**src/include/adc_input_control_pkg.sv**
```systemverilog
// Constants, register map and state types for the analog input control block.
// Assumes a byte-wide register port and a converter on the same clock.
`default_nettype none

package adc_input_control_pkg;

  // ----------------------------------------------------------------
  // Register map (byte addresses)
  // ----------------------------------------------------------------
  localparam int ADDR_W = 5;
  localparam logic [4:0] OFS_DIV1_LO = 5'h00;
  localparam logic [4:0] OFS_DIV1_HI = 5'h01;
  localparam logic [4:0] OFS_DIV2_LO = 5'h02;
  localparam logic [4:0] OFS_DIV2_HI = 5'h03;
  localparam logic [4:0] OFS_RESULT_LO = 5'h04;
  localparam logic [4:0] OFS_RESULT_HI = 5'h05;
  localparam logic [4:0] OFS_STATUS = 5'h06;
  localparam logic [4:0] OFS_CLR_IRQ = 5'h08;
  localparam logic [4:0] OFS_RANGE = 5'h09;
  localparam logic [4:0] OFS_MUX_SCAN = 5'h0a;
  localparam logic [4:0] OFS_MODE = 5'h0b;
  localparam logic [4:0] OFS_SOFT_TRIG = 5'h0c;
  localparam logic [4:0] OFS_INPUT_CFG = 5'h0d;

  // ----------------------------------------------------------------
  // Field positions
  // ----------------------------------------------------------------
  localparam int HI_READY_N_BIT = 4;
  localparam int ST_READY_N_BIT = 0;
  localparam int ST_BUSY_BIT = 1;
  localparam int ST_IRQ_BIT = 2;
  localparam int ST_BASE10_BIT = 3;

  // ----------------------------------------------------------------
  // Reset values
  // ----------------------------------------------------------------
  localparam logic [3:0] CHANNEL_RESET = 4'h0;
  localparam logic [3:0] RANGE_RESET = 4'h0;
  localparam logic [2:0] MODE_RESET = 3'h1;
  localparam logic [15:0] DIV_RESET = 16'h0000;

  // ----------------------------------------------------------------
  // Counts
  // ----------------------------------------------------------------
  localparam logic [7:0] SE_CHANNELS = 8'h10;
  localparam logic [7:0] DIFF_CHANNELS = 8'h08;
  localparam logic [7:0] HG_RANGES = 8'h0c;
  localparam logic [7:0] DG_RANGES = 8'h08;
  localparam logic [7:0] PG_RANGES = 8'h05;
  localparam logic [3:0] FIRST_UNIPOLAR = 4'h4;
  localparam logic [3:0] LAST_UNIPOLAR = 4'h7;
  localparam int CLK_HZ = 250_000_000;
  localparam int PACER_BASE_HZ = 2_000_000;
  localparam int PRESCALE_CYCLES = CLK_HZ / PACER_BASE_HZ;

  // ----------------------------------------------------------------
  // Modes: trigger source and transfer method
  // ----------------------------------------------------------------
  localparam logic [1:0] SRC_EXT = 2'h0;
  localparam logic [1:0] SRC_SOFT = 2'h1;
  localparam logic [1:0] SRC_TIMER = 2'h2;
  localparam logic [1:0] SRC_NONE = 2'h3;
  localparam logic [1:0] XFER_POLL = 2'h0;
  localparam logic [1:0] XFER_DMA = 2'h1;
  localparam logic [1:0] XFER_INT = 2'h2;
  localparam logic [1:0] XFER_NONE = 2'h3;
  localparam logic [2:0] MODE_UNUSED = 3'h7;

  typedef enum logic [1:0] {VAR_HIGH_GAIN, VAR_LOW_GAIN, VAR_PROG_GAIN} variant_t;

  typedef enum logic {CONV_IDLE, CONV_WAIT} conv_state_t;

  // Amplifier and multiplexer settings toward the analog front end
  typedef struct packed {
    logic [3:0] channel;
    logic [3:0] range_code;
    logic unipolar;
    logic base_10v;
  } amp_cfg_t;

  typedef struct packed {
    conv_state_t conv;
    logic [3:0] channel;
    logic [3:0] range_code;
    logic [2:0] mode;
    logic diff;
    logic [15:0] div1;
    logic [15:0] div2;
    logic [6:0] pre;
    logic [15:0] cnt1;
    logic [15:0] cnt2;
    logic ready_n;
    logic [11:0] result;
    logic irq;
    logic dma;
    logic start;
    logic [7:0] rdata;
    logic [2:0] ext_sync;
    logic ext_lvl;
    logic [2:0] jmp_sync;
    logic jmp_lvl;
  } ctl_state_t;

endpackage

`default_nettype wire

```
**src/rtl/adc_input_control.sv**
```systemverilog
// Analog input control: channel mux, gain range, trigger and transfer mode,
// pacer, conversion handshake and result registers.
// Assumes the converter runs on clk and pulses conv_done once per start.
//
// How it works
// single-ended mode accepts channels zero to fifteen
// differential mode accepts channels zero to seven
// channel zero selected after reset
// written channel latched for later conversions
// high-gain variant: twelve bipolar/unipolar ranges
// low-gain variant: eight ranges, gains 1-8
// programmable variant: five bipolar gains, jumper base
// reset selects gain one, bipolar
// range changes only via range register write
// mode register picks trigger and transfer
// codes 0-3: ext/poll, soft/poll, timer/dma, ext/dma
// codes 4-6 interrupt modes, code 7 unused
// reset mode is software trigger, polled
// host picks mode matching board jumpers
// software trigger starts exactly one conversion
// result readable at offsets four and five
// ready bit goes low when result valid
// result is unsigned twelve-bit code
// low byte bits 7-0, high byte 11-8 plus ready
// no new interrupt until host clears pending
// pacer 2 MHz over two dividers, zero stops
//
// The address-and-strobe port was chosen for this implementation.
`default_nettype none

module adc_input_control
  import adc_input_control_pkg::*;
#(
  parameter variant_t VARIANT = VAR_HIGH_GAIN
)(
  // Clock and reset
  input wire logic clk,
  input wire logic rst,
  // Register port
  input wire logic [ADDR_W-1:0] reg_addr,
  input wire logic [7:0] reg_wdata,
  input wire logic reg_wr,
  input wire logic reg_rd,
  output logic [7:0] reg_rdata,
  // Board pins
  input wire logic ext_trig,
  input wire logic base_range_jumper,
  // Converter and front end
  output amp_cfg_t amp_cfg,
  output logic conv_start,
  input wire logic conv_done,
  input wire logic [11:0] conv_data,
  // Transfer requests
  output logic irq_req,
  output logic dma_req
);

  // ----------------------------------------------------------------
  // Decode helpers
  // ----------------------------------------------------------------
  // mode code split into source and transfer
  function automatic logic [1:0] trig_src(input logic [2:0] m);
    case (m)
      3'h0, 3'h3, 3'h4: trig_src = SRC_EXT;
      3'h1, 3'h5: trig_src = SRC_SOFT;
      3'h2, 3'h6: trig_src = SRC_TIMER;
      default: trig_src = SRC_NONE;
    endcase
  endfunction

  function automatic logic [1:0] xfer_of(input logic [2:0] m);
    case (m)
      3'h0, 3'h1: xfer_of = XFER_POLL;
      3'h2, 3'h3: xfer_of = XFER_DMA;
      3'h4, 3'h5, 3'h6: xfer_of = XFER_INT;
      default: xfer_of = XFER_NONE;
    endcase
  endfunction

  function automatic logic range_ok(input logic [7:0] code);
    case (VARIANT)
      VAR_HIGH_GAIN: range_ok = code < HG_RANGES;
      VAR_LOW_GAIN: range_ok = code < DG_RANGES;
      default: range_ok = code < PG_RANGES;
    endcase
  endfunction

  // Programmable variant has no unipolar ranges
  function automatic logic is_unipolar(input logic [3:0] code);
    is_unipolar = (VARIANT != VAR_PROG_GAIN) && (code >= FIRST_UNIPOLAR)
      && (code <= LAST_UNIPOLAR);
  endfunction

  function automatic logic [15:0] set_byte(input logic [15:0] old, input logic hi,
      input logic [7:0] b);
    set_byte = hi ? {b, old[7:0]} : {old[15:8], b};
  endfunction

  ctl_state_t s_r, s_nxt;

  logic wr_div, wr_range, wr_chan, wr_mode, wr_soft, wr_clr;
  logic soft_fire, ext_fire, pacer_tick, pacer_fire, trig, pacer_run;

  assign wr_range = reg_wr && (reg_addr == OFS_RANGE);
  assign wr_chan = reg_wr && (reg_addr == OFS_MUX_SCAN);
  assign wr_mode = reg_wr && (reg_addr == OFS_MODE);
  assign wr_soft = reg_wr && (reg_addr == OFS_SOFT_TRIG);
  assign wr_clr = reg_wr && (reg_addr == OFS_CLR_IRQ);
  assign wr_div = reg_wr && (reg_addr <= OFS_DIV2_HI);

  // ----------------------------------------------------------------
  // Trigger sources
  // ----------------------------------------------------------------
  // software trigger command
  assign soft_fire = wr_soft && (trig_src(s_r.mode) == SRC_SOFT);
  // Edge taken from the filtered level, so no path runs through the next state
  assign ext_fire = (s_r.ext_sync[1] == s_r.ext_sync[2]) && s_r.ext_sync[2] && !s_r.ext_lvl
    && (trig_src(s_r.mode) == SRC_EXT);
  // either divider at zero halts the pacer
  assign pacer_run = (s_r.div1 != DIV_RESET) && (s_r.div2 != DIV_RESET)
    && (trig_src(s_r.mode) == SRC_TIMER);
  assign pacer_tick = pacer_run && (s_r.pre == 7'(PRESCALE_CYCLES - 1));
  assign pacer_fire = pacer_tick && (s_r.cnt1 >= s_r.div1 - 16'h0001)
    && (s_r.cnt2 >= s_r.div2 - 16'h0001);
  // Triggers landing mid-conversion are dropped, the converter cannot queue
  assign trig = (soft_fire || ext_fire || pacer_fire) && (s_r.conv == CONV_IDLE);

  // ----------------------------------------------------------------
  // Next state
  // ----------------------------------------------------------------
  always_comb
  begin
    s_nxt = s_r;
    s_nxt.start = 1'b0;
    s_nxt.dma = 1'b0;
    s_nxt.rdata = 8'h00;

    // Pins pass three stages; a level counts once stages two and three agree
    s_nxt.ext_sync = {s_r.ext_sync[1:0], ext_trig};
    if (s_r.ext_sync[1] == s_r.ext_sync[2])
    begin
      s_nxt.ext_lvl = s_r.ext_sync[2];
    end
    s_nxt.jmp_sync = {s_r.jmp_sync[1:0], base_range_jumper};
    if (s_r.jmp_sync[1] == s_r.jmp_sync[2])
    begin
      s_nxt.jmp_lvl = s_r.jmp_sync[2];
    end

    // channel latched only when in range for the input wiring
    if (wr_chan && (reg_wdata < (s_r.diff ? DIFF_CHANNELS : SE_CHANNELS)))
    begin
      s_nxt.channel = reg_wdata[3:0];
    end
    // range code held only if the variant supports it
    if (wr_range && range_ok(reg_wdata))
    begin
      s_nxt.range_code = reg_wdata[3:0];
    end
    // unused mode code is refused
    if (wr_mode && (reg_wdata[7:3] == 5'h00) && (reg_wdata[2:0] != MODE_UNUSED))
    begin
      s_nxt.mode = reg_wdata[2:0];
    end
    if (reg_wr && (reg_addr == OFS_INPUT_CFG))
    begin
      s_nxt.diff = reg_wdata[0];
    end
    if (wr_div)
    begin
      case (reg_addr[1:0])
        2'h0: s_nxt.div1 = set_byte(s_r.div1, 1'b0, reg_wdata);
        2'h1: s_nxt.div1 = set_byte(s_r.div1, 1'b1, reg_wdata);
        2'h2: s_nxt.div2 = set_byte(s_r.div2, 1'b0, reg_wdata);
        default: s_nxt.div2 = set_byte(s_r.div2, 1'b1, reg_wdata);
      endcase
    end

    // 2 MHz prescaler then two cascaded dividers
    if (!pacer_run || wr_div)
    begin
      s_nxt.pre = 7'h00;
      s_nxt.cnt1 = 16'h0000;
      s_nxt.cnt2 = 16'h0000;
    end
    else if (pacer_tick)
    begin
      s_nxt.pre = 7'h00;
      if (s_r.cnt1 >= s_r.div1 - 16'h0001)
      begin
        s_nxt.cnt1 = 16'h0000;
        if (s_r.cnt2 >= s_r.div2 - 16'h0001)
        begin
          s_nxt.cnt2 = 16'h0000;
        end
        else
        begin
          s_nxt.cnt2 = s_r.cnt2 + 16'h0001;
        end
      end
      else
      begin
        s_nxt.cnt1 = s_r.cnt1 + 16'h0001;
      end
    end
    else
    begin
      s_nxt.pre = s_r.pre + 7'h01;
    end

    // clear first so a simultaneous completion still leaves it pending
    if (wr_clr)
    begin
      s_nxt.irq = 1'b0;
    end

    case (s_r.conv)
      CONV_IDLE:
      begin
        // one start pulse per accepted trigger
        if (trig)
        begin
          s_nxt.start = 1'b1;
          s_nxt.ready_n = 1'b1;
          s_nxt.conv = CONV_WAIT;
        end
      end
      CONV_WAIT:
      begin
        if (conv_done)
        begin
          // result captured, ready driven low
          s_nxt.result = conv_data;
          s_nxt.ready_n = 1'b0;
          s_nxt.conv = CONV_IDLE;
          // a pending request is not raised again
          if (xfer_of(s_r.mode) == XFER_INT)
          begin
            s_nxt.irq = 1'b1;
          end
          if (xfer_of(s_r.mode) == XFER_DMA)
          begin
            s_nxt.dma = 1'b1;
          end
        end
      end
      default:
      begin
        s_nxt.conv = CONV_IDLE;
      end
    endcase

    // read data presented the cycle after the strobe
    if (reg_rd)
    begin
      case (reg_addr)
        OFS_RESULT_LO: s_nxt.rdata = s_r.result[7:0];
        OFS_RESULT_HI: s_nxt.rdata = {3'h0, s_r.ready_n, s_r.result[11:8]};
        OFS_STATUS: s_nxt.rdata = {4'h0, s_r.jmp_lvl, s_r.irq,
          s_r.conv == CONV_WAIT, s_r.ready_n};
        OFS_RANGE: s_nxt.rdata = {4'h0, s_r.range_code};
        OFS_MUX_SCAN: s_nxt.rdata = {4'h0, s_r.channel};
        OFS_MODE: s_nxt.rdata = {5'h00, s_r.mode};
        OFS_INPUT_CFG: s_nxt.rdata = {7'h00, s_r.diff};
        OFS_DIV1_LO: s_nxt.rdata = s_r.div1[7:0];
        OFS_DIV1_HI: s_nxt.rdata = s_r.div1[15:8];
        OFS_DIV2_LO: s_nxt.rdata = s_r.div2[7:0];
        OFS_DIV2_HI: s_nxt.rdata = s_r.div2[15:8];
        default: s_nxt.rdata = 8'h00;
      endcase
    end
  end

  // ----------------------------------------------------------------
  // State register
  // ----------------------------------------------------------------
  always_ff @(posedge clk or posedge rst)
  begin
    if (rst)
    begin
      // reset channel, range and mode
      s_r <= '{conv: CONV_IDLE, channel: CHANNEL_RESET, range_code: RANGE_RESET,
        mode: MODE_RESET, diff: 1'b0, div1: DIV_RESET, div2: DIV_RESET,
        pre: 7'h00, cnt1: 16'h0000, cnt2: 16'h0000, ready_n: 1'b1,
        result: 12'h000, irq: 1'b0, dma: 1'b0, start: 1'b0, rdata: 8'h00,
        ext_sync: 3'h0, ext_lvl: 1'b0, jmp_sync: 3'h0, jmp_lvl: 1'b0};
    end
    else
    begin
      s_r <= s_nxt;
    end
  end

  // ----------------------------------------------------------------
  // Outputs
  // ----------------------------------------------------------------
  assign reg_rdata = s_r.rdata;
  assign conv_start = s_r.start;
  assign irq_req = s_r.irq;
  assign dma_req = s_r.dma;
  assign amp_cfg.channel = s_r.channel;
  assign amp_cfg.range_code = s_r.range_code;
  // polarity follows the range code
  assign amp_cfg.unipolar = is_unipolar(s_r.range_code);
  // jumper picks 5 V or 10 V base for the programmable gain
  assign amp_cfg.base_10v = s_r.jmp_lvl;
endmodule

`default_nettype wire

```
**config.mk**
```make
export PLATFORM = sky130hd
export DESIGN_NAME = adc_input_control
export DESIGN_NICKNAME = d
export VERILOG_FILES = /design/src/include/adc_input_control_pkg.sv /design/src/rtl/adc_input_control.sv
export SDC_FILE = /design/constraint.sdc
export NUM_CORES = 1
export LEC_CHECK = 0
export BUFFER_PORTS_ARGS = -buffer_cell sky130_fd_sc_hd__buf_4
export CAP_MARGIN = 10
export CELL_PAD_IN_SITES_DETAIL_PLACEMENT = 0
export CELL_PAD_IN_SITES_GLOBAL_PLACEMENT = 1
export CORE_MARGIN = 2
export CORE_UTILIZATION = 30
export DETAILED_ROUTE_END_ITERATION = 7
export GPL_ROUTABILITY_DRIVEN = 0
export HOLD_SLACK_MARGIN = 0.05
export PLACE_DENSITY = 0.57
export SLEW_MARGIN = 30
export SYNTH_ARGS = -nofsm -noshare
export SYNTH_HDL_FRONTEND = slang
export SYNTH_SLANG_ARGS = --single-unit
```
**constraint.sdc**
```tcl
create_clock -name clk -period 3.83 [get_ports clk]
set_clock_uncertainty 0.1 [all_clocks]
set_input_delay 0.383 -clock clk [delete_from_list [all_inputs] [get_ports clk]]
set_output_delay 0.383 -clock clk [all_outputs]
set_load 0.01 [all_outputs]
```
=== Yosys cells after proc, flatten, opt, wreduce, memory -nomap -nowiden ===
Index checks and enable logic that the tools add are counted.

* Register bits: 116
* Latch bits: 0
* RAM bits: 0
* ROM bits: 0
* Bits of input ports: 32
* Output and inout port bits: 21
* Word-level logic and storage cells: 145
* Memories kept: 0

* $add $sub $neg: 5
* Multipliers: 0
* Div/mod/pow operators: 0
* $lt $le $gt $ge: 7
* Equal/unequal tests: 30
* Shift operators: 0
* Muxes and demuxes: 26
* Bitwise logic cells: 5
* Reductions and logical operators: 50

{| class="wikitable"
|+ Operator list
! kind !! number
|-
| $pmux 8 s11 || 1
|-
| $pmux 16 s2 || 2
|-
| $mux 16 || 3
|-
| $mux 39 || 1
|-
| $add 16x1->16 const B || 2
|-
| $ge 16x16->1 || 2
|-
| $mux 32 || 1
|-
| $reduce_bool 16->1 || 2
|-
| $sub 16x1->16 const B || 2
|-
| $eq 5x4->1 const B || 6
|-
| $logic_and 1x1->1 || 22
|-
| $eq 5x3->1 const B || 3
|-
| $mux 15 || 1
|-
| $pmux 2 s3 || 2
|-
| $reduce_and 3->1 || 4
|-
| $eq 5x2->1 const B || 2
|-
| $logic_not 5->1 || 2
|-
| $reduce_or 2->1 || 5
|-
| $eq 3x3->1 const B || 3
|-
| $lt 8x4->1 const B || 1
|-
| $lt 8x5->1 || 1
|-
| $mux 8 || 1
|-
| $add 7x1->7 const B || 1
|-
| $eq 7x7->1 const B || 1
|-
| other kinds (24) || 52
|}

=== Logic depth before layout (Yosys ltp) ===
Gate-level depths: netlist of run 1.

* Depth in word-level cells: 12
* Depth in mapped cells: 13

=== Least setup slack after synthesis of run 1 ===
No wires, ideal clock.

* Path type: reg-to-reg
* From: reg s_r[91] in the netlist's numbering
* To: reg s_r[35] in the netlist's numbering
* Library setup time: 0.082 ns
* Arrival time: 3.558 ns
* Setup slack: 0.090 ns
* Stages on the path, launching flop included: 13
* Path buffers: 1
* Clock period less this slack: 3.740 ns
* Path through: dfrtp_1 > or4_1 > nand2b_2 > or4_1 > nor2_1 > xnor2_1 > ha_1 > nand4_1 > o41a_1 > a31oi_1 > clkbuf_1 > nand4_1 > a31oi_1

* Cells in the longest elaborated chain, start to end: 7
* Elaborated cells between the ends (all ways): 12
* Those cells by class: add/sub: 1; order compare: 1; mux: 1; reduce/logical: 9

{| class="wikitable"
|+ Ends and longest elaborated chain
! element !! line !! source
|-
| from (decl) || adc_input_control.sv:99 || <nowiki>ctl_state_t s_r, s_nxt;</nowiki>
|-
| from (signal assigned) || adc_input_control.sv:282 || <nowiki>s_r <= '{conv: CONV_IDLE, channel: CHANNEL_RESET, range_code: RANGE_RESET,</nowiki>
|-
| from (signal assigned) || adc_input_control.sv:290 || <nowiki>s_r <= s_nxt;</nowiki>
|-
| branches (longest 7 deep; another with $sub 16x1->16) || n/a ||
|}

Parallel ways; which one is timed is not known.
A chain may end at the register's enable or synchronous reset.

=== Worst setup path after layout of run 1 ===
* From: reg s_r[94] in the netlist's numbering
* To: reg s_r[42] in the netlist's numbering

Same word-level chain as after synthesis.

==> flow_summary.yaml, run 1 <==
detailed_routing:
  drc: 0
  dr_total_vias: 5604
  wl_per_cell_um: 18.87
  avgViaCountPerCell: 5.388
  drt-initial-drc-count: 273
  drtPass1Iterations: 5
  routed_wl_um: 19620
  drtAntennaViolNets: 0
cells_and_area:
  multi_input_area_um2: 3769
  diodes: 0
  fill_cells: 2280
  nNetsFinal: 815
  seq_area_um2: 2905
  areaGrowthSynthToFinish_pct: 19.68
  drive_gt1_frac: 0.2450
critical_path:
  cp.required_ns: 4.02
  max_stage_delay_ns: 0.56
  path_buf_inv: 1
  worst_path_max_delay_cell: "or4_1"
  endpoint_kind: "flip-flop"
  critPathArrivalTime_ns: 3.90
  worstPathMaxFanout: 15
  path_class: "flip-flop to flip-flop"
  path_cells: "or4_1 > nand2b_4 > or4_1 > nor2_1 > xnor2_1 > ha_1 > nand4_1 > o41a_1 > a31o_2 > buf_4 > a32oi_2 > o41ai_2"
  start_kind: "flip-flop"
  cp_top_family: "simple AND/OR/NAND/NOR gates"
  path_common_cell: "or4_1"
timing:
  max_freq_mhz: 269.6
  relSlewSlack: 0.4502
  finalSetupTns_ns: 0
  hold_viol_final: 0
  min_period_ns: 3.709
  setup_slack_ns: 0.1205
  tightest_slew_ns: 0.8191
  finalSetupViolCount: 0
  fin_crit_sh: 0.9685
  slew_viol_final: 0
synth:
  ys_ff_latch: 116
  yosysTopAreaCellShare: 0.4124
  async_reset_ff_frac: 1.000
  synth_ff_type: "dfrtp_1"
  yosys.area.top_type: "dfrtp_1"
  ys_warn_count: 0
  yosysSeqAreaShare: 0.4200
  synth_edf_count: 0
  synthCells: 683
  synth_area_leaders: "dfrtp_1 41%, mux2_2 9.3%, ha_1 7.4%"
  synth_nets: 756
  synth_cell_types: 66
  avgSynthCellArea_um2: 10.13
  syn-cell-area_um2: 6917
floorplan:
  placementRows: 55
  num_io_pins: 53
  die-area_um2: 24290
  coreArea_um2: 22640
  die_h_um: 155.8
  initial_core_util: 0.3055
  fp.dieW_um: 155.8
grt:
  grt_start_max_net_pins: 67
  grt_util_all_layers: 0.1654
  antenna_found_initial: 0
  grt_pass1_wl_um: 31210
  grt_pass1_vias: 5619
  grt_overflow: 0
clock_tree:
  clk_pin_slew_ns: 0.07
  postCtsSetupRepairBufs: 0
  cts_tree: "yes"
  clockBufferDepth: 2
  clock_latency_ns: 0.42
  htreeDepth: 4
  numClockSinks: 116
  cts_root_buf: "clkbuf_16"
  cts_buffers: 17
placement:
  dpl_worst_slack_ns: 0.1268
  dp_hpwl_um: 14530
  port_buffers: 52
power_and_ir_drop:
  ir_drop_mv: 0.2827
  power_leakage_nw: 3.485
  power_density_nw_per_um2: 474.1
  p_total_mw: 3.924
run_status:
  status: "complete, no violations"
job:
  drv_cap: 0
min_path:
  min_path_type: "input port to flip-flop"
[final timing paths]
kind | from | end | cells past startpoint | slack, ns
worst max-delay path | s_r[94] | s_r[42] | 12 | 0.12
worst min-delay path | conv_data[5] | s_r[24] | 2 | 0.09
worst max register to register | s_r[94] | s_r[42] | 12 | 0.12
worst min register to register | s_nxt[6] | s_nxt[7] | 0 | 0.25
max in group asynchronous | rst | s_r[98] | 5 | 2.29
min in group asynchronous | rst | s_nxt[6] | 3 | 0.44
[cells by family (layout without fill, tap and decap cells)]
family | count (synthesis) | count (layout) | synth area share
flops | 116 | 116 | 0.4200
compound gates | 116 | 116 | 0.1225
simple gates | 254 | 254 | 0.1925
xor+xnor | 39 | 39 | 0.04939
fa+ha+maj | 42 | 42 | 0.07561
mux | 60 | 60 | 0.09714
buf+inv | 56 | 128 | 0.04287
[state kept, by name, summed over array words and instances, names as in the netlist]
register and count:
reg_rdata 8, conv_start 1, s_r 92, dma_req 1, amp_cfg 9, s_nxt 4
irq_req 1
[layout make-up]
| cell class | count | area share |
|---|---|---|
| Clock buffer | 17 | 0.05139 |
| Multi-Input combinational cell | 511 | 0.4553 |
| Sequential cell | 116 | 0.3510 |
| Inverter | 20 | 0.009371 |
| Clock inverter | 15 | 0.01738 |
| Timing Repair Buffer | 76 | 0.07255 |
| Tap cell | 285 | 0.04308 |
[report_power, final]
group | switching, mW | internal, mW | total (mW)
Combinational | 0.391 | 0.392 | 0.783
Sequential | 0.191 | 1.39 | 1.58
Clock | 0.656 | 0.908 | 1.56
[through the flow]
stage,instance area (um^2),utilization,hold slack (ns),cells
2_1_floorplan,6917,-,0.2312,683
3_3_place_gp,7615,0.3363,0.2340,1003
3_5_place_dp,7615,0.3363,0.2365,1003
4_1_cts,8204,0.3624,0.08059,1037
5_1_grt,8278,0.3656,0.07507,1040
6_report,8278,0.3656,0.08980,1040
[cell usage after synthesis (4+ instances only)]
master	count
nor2_1	52
nor3_1	24
a21oi_1	18
nand4_1	32
buf_4	18
nand3b_1	4
nand2b_1	6
a32oi_1	4
a31oi_1	22
xor2_1	18
o31ai_1	5
dfrtp_1	114
nand3_1	27
or3_1	8
a21o_1	5
and3_1	11
or4_1	4
clkbuf_1	13
inv_1	20
a221oi_1	4
o21ai_0	14
a22oi_1	15
mux2_2	57
nor4_1	9
nand2_1	47
nor2b_1	11
ha_1	41
xnor2_1	21
[layer usage]
layer  wire, um  vias to the layer above  GRT usage
met5          0                        -          0
met4        492                        0    0.06553
met3        700                       32    0.02944
met2       9190                      147     0.2600
met1       9239                     2759     0.2261
li1           -                     2666          -
[cell usage in the layout, fill, tap and decap left out, types with 4 or more instances in the layout]
| cell | instances |
|---|---|
| or3_1 | 8 |
| nor3_1 | 24 |
| or4_1 | 4 |
| nand3b_1 | 4 |
| a22oi_1 | 15 |
| a21oi_1 | 16 |
| nand2_1 | 47 |
| dfrtp_1 | 114 |
| ha_1 | 41 |
| and3_1 | 11 |
| xnor2_1 | 21 |
| o21ai_0 | 14 |
| nor4_1 | 9 |
| a21o_1 | 5 |
| nor2b_1 | 11 |
| xor2_1 | 18 |
| nand4_1 | 32 |
| clkbuf_16 | 17 |
| o31ai_1 | 5 |
| inv_1 | 19 |
| inv_6 | 7 |
| buf_4 | 70 |
| a31oi_1 | 21 |
| a221oi_1 | 4 |
| nand2b_1 | 6 |
| nor2_1 | 52 |
| mux2_2 | 57 |
| nand3_1 | 27 |
[repair_timing]
action                                  4_1_cts  5_1_grt
hold endpoints to repair                      2       34
resized for setup                             0        8
endpoints found under the setup margin        0       19
hold buffers                                  2        1
Note: power is estimated with default switching activity, not from simulation.
==> run 2, diff against run 1 <==
Settings changed: PLACE_DENSITY 0.57 to default, PLACE_DENSITY_LB_ADDON from default to 0.08.
==> run 2 against run 1 <==
  * Hold slack gained 0.0033 ns
  * Via count shrank 0.18%
  * First-iteration DRC count grew 4.4%
  * Sequential cell count is the same
  * Sequential share of layout area shrank 0.16 points
  * Final cell count is the same
  * Fmax grew 2.2%
  * Clock-buffer cell count grew 1
  * Sequential power is essentially flat
  * Worst setup slack gained 0.078 ns
  * Register-to-register slack gained 0.08 ns
==> flow_summary.yaml, run 2 (synthesis gave the netlist of run 1 again) <==
run_status:
  status: "complete, no violations"
critical_path:
  crit_start: "s_r[94]"
  cp.required_ns: 4.02
  path_class: "flip-flop to flip-flop"
  start_kind: "flip-flop"
  critPathArrivalTime_ns: 3.82
  rrSetupSlack_ns: 0.20
  r2r-start: "s_r[94]"
  r2r-end: "s_r[42]"
  rr_worst_depth: 12
  endpoint_kind: "flip-flop"
  worstPathMaxFanout: 15
grt:
  grt_pass1_wl_um: 32330
  grt_util_all_layers: 0.1740
  gr-usage-met2: 0.2855
  use_met1: 0.2321
  grt-busiest-layer: "met2"
  grt_util_met3: 0.03306
  grt_overflow: 0
  grt_pass1_vias: 5676
  grt_start_max_net_pins: 67
  antenna_found_initial: 0
placement:
  placed_cell_area_um2: 7647
  port_buffers: 52
  placedCellCount: 1004
  dp_hpwl_um: 14920
timing:
  finalSetupTns_ns: 0
  slew_viol_final: 0
  fin_crit_sh: 0.9481
  min_period_ns: 3.631
  tightest_slew_ns: 0.7960
  hold_viol_final: 0
  finalSetupViolCount: 0
  relSlewSlack: 0.4644
  max_freq_mhz: 275.4
  rsz0062_at_grt: "no"
clock_tree:
  cts_tree: "yes"
  clk_pin_slew_ns: 0.06
  cts_root_buf: "clkbuf_16"
  htreeDepth: 4
  cts_buffers: 17
  clockBufferDepth: 2
  clock_latency_ns: 0.42
  numClockSinks: 116
  postCtsSetupRepairBufs: 0
power_and_ir_drop:
  power_leakage_nw: 3.506
  power.net_switching_mw: 1.229
  intPower_mw: 2.759
  power_density_nw_per_um2: 479.6
  p_clk_frac: 0.407
  swShare: 0.3082
  p_total_mw: 3.989
  power_frac_comb: 0.199
  ir_drop_mv: 0.2791
  seq_power_share: 0.394
cells_and_area:
  final_cell_mix: "114 x dfrtp_1, 69 x buf_4, 57 x mux2_2"
  areaGrowthSynthToFinish_pct: 20.24
  largest-register: "s_r"
  diodes: 0
  final_common_cell: "dfrtp_1"
  largest_register_ffs: 92
  nNetsFinal: 815
  fill_cells: 2253
  finalNonFillerCells: 1040
  fin_area_um2: 8317
  drive_gt1_frac: 0.2437
  seq_area_um2: 2905
  multi_input_area_um2: 3766
detailed_routing:
  dr_total_vias: 5594
  avgViaCountPerCell: 5.379
  drc: 0
  routed_wl_um: 20120
  drtPass1Iterations: 5
  drtAntennaViolNets: 0
  drt-initial-drc-count: 285
  wl_per_cell_um: 19.35
floorplan:
  fp.dieW_um: 155.8
  initial_core_util: 0.3055
  coreArea_um2: 22640
  num_io_pins: 53
  die_h_um: 155.8
  die-area_um2: 24290
  placementRows: 55
min_path:
  min_to: "s_r[29]"
  worstHoldStart: "conv_data[10]"
  whs_path_depth: 2
  min_path_type: "input port to flip-flop"
job:
  drv_cap: 0
[run 2: power groups by stage]
stage               clock network (mW)  registers (mW)  logic (mW)
floorplan                            0            1.52       0.558
global placement                     0            1.59       0.774
detailed placement                   0            1.59       0.795
CTS                               1.68            1.57       0.803
global route                      1.74            1.59       0.891
finish                            1.62            1.57       0.795
[run 2: per-layer routing]
layer  part of all wire  routed length (um)  vias to the layer above
met4              0.022                 444                        0
met1               0.47                9409                     2792
met2               0.48                9695                      103
met3              0.029                 574                       29
met5                  0                   0                        -
li1                   -                   -                     2670
[run 2: worst max-delay path by stage]
stage                          to  slack (ns)  cells past startpoint
after CTS                 s_r[36]        0.04                     12
after global placement    s_r[35]        0.19                     12
after detailed placement  s_r[36]        0.06                     12
after global routing      s_r[51]        0.02                     12
final                     s_r[42]        0.20                     12
after floorplan           s_r[35]        0.09                     12
[run 2: final cells by class]
class                      count  area share
clock buffer                  18     0.05160
clock inverter                14     0.02001
inverter                      20    0.009628
multi-input combinational    511      0.4528
sequential                   116      0.3493
tap                          285     0.04288
timing repair buffer          76     0.07372
[run 2: critical path, stage by stage, from the launching register on]
cell and delay, ns:
dfrtp_1 0.37, or4_1 0.57, nand2b_4 0.20, or4_1 0.40, nor2_1 0.14, xnor2_1 0.08
ha_1 0.31, nand4_1 0.13, o41a_1 0.47, a31o_2 0.29, buf_4 0.20, a32oi_1 0.17
o41ai_1 0.09
[run 2: through the flow]
stage / util / setup slack (ns) / hold WS [ns]
final: 0.3673 / 0.1989 / 0.09310
after global routing: 0.3673 / 0.01536 / 0.07737
after CTS: 0.3650 / 0.03530 / 0.07685
after detailed placement: 0.3378 / 0.05563 / 0.2418
after global placement: 0.3378 / 0.1895 / 0.2331
after floorplan: - / 0.09049 / 0.2312
[run 2: timing repair]
action,in CTS,in global routing
hold buffers,2,1
gates resized for setup,0,8
setup endpoints to repair,0,19
hold endpoints to repair,2,63
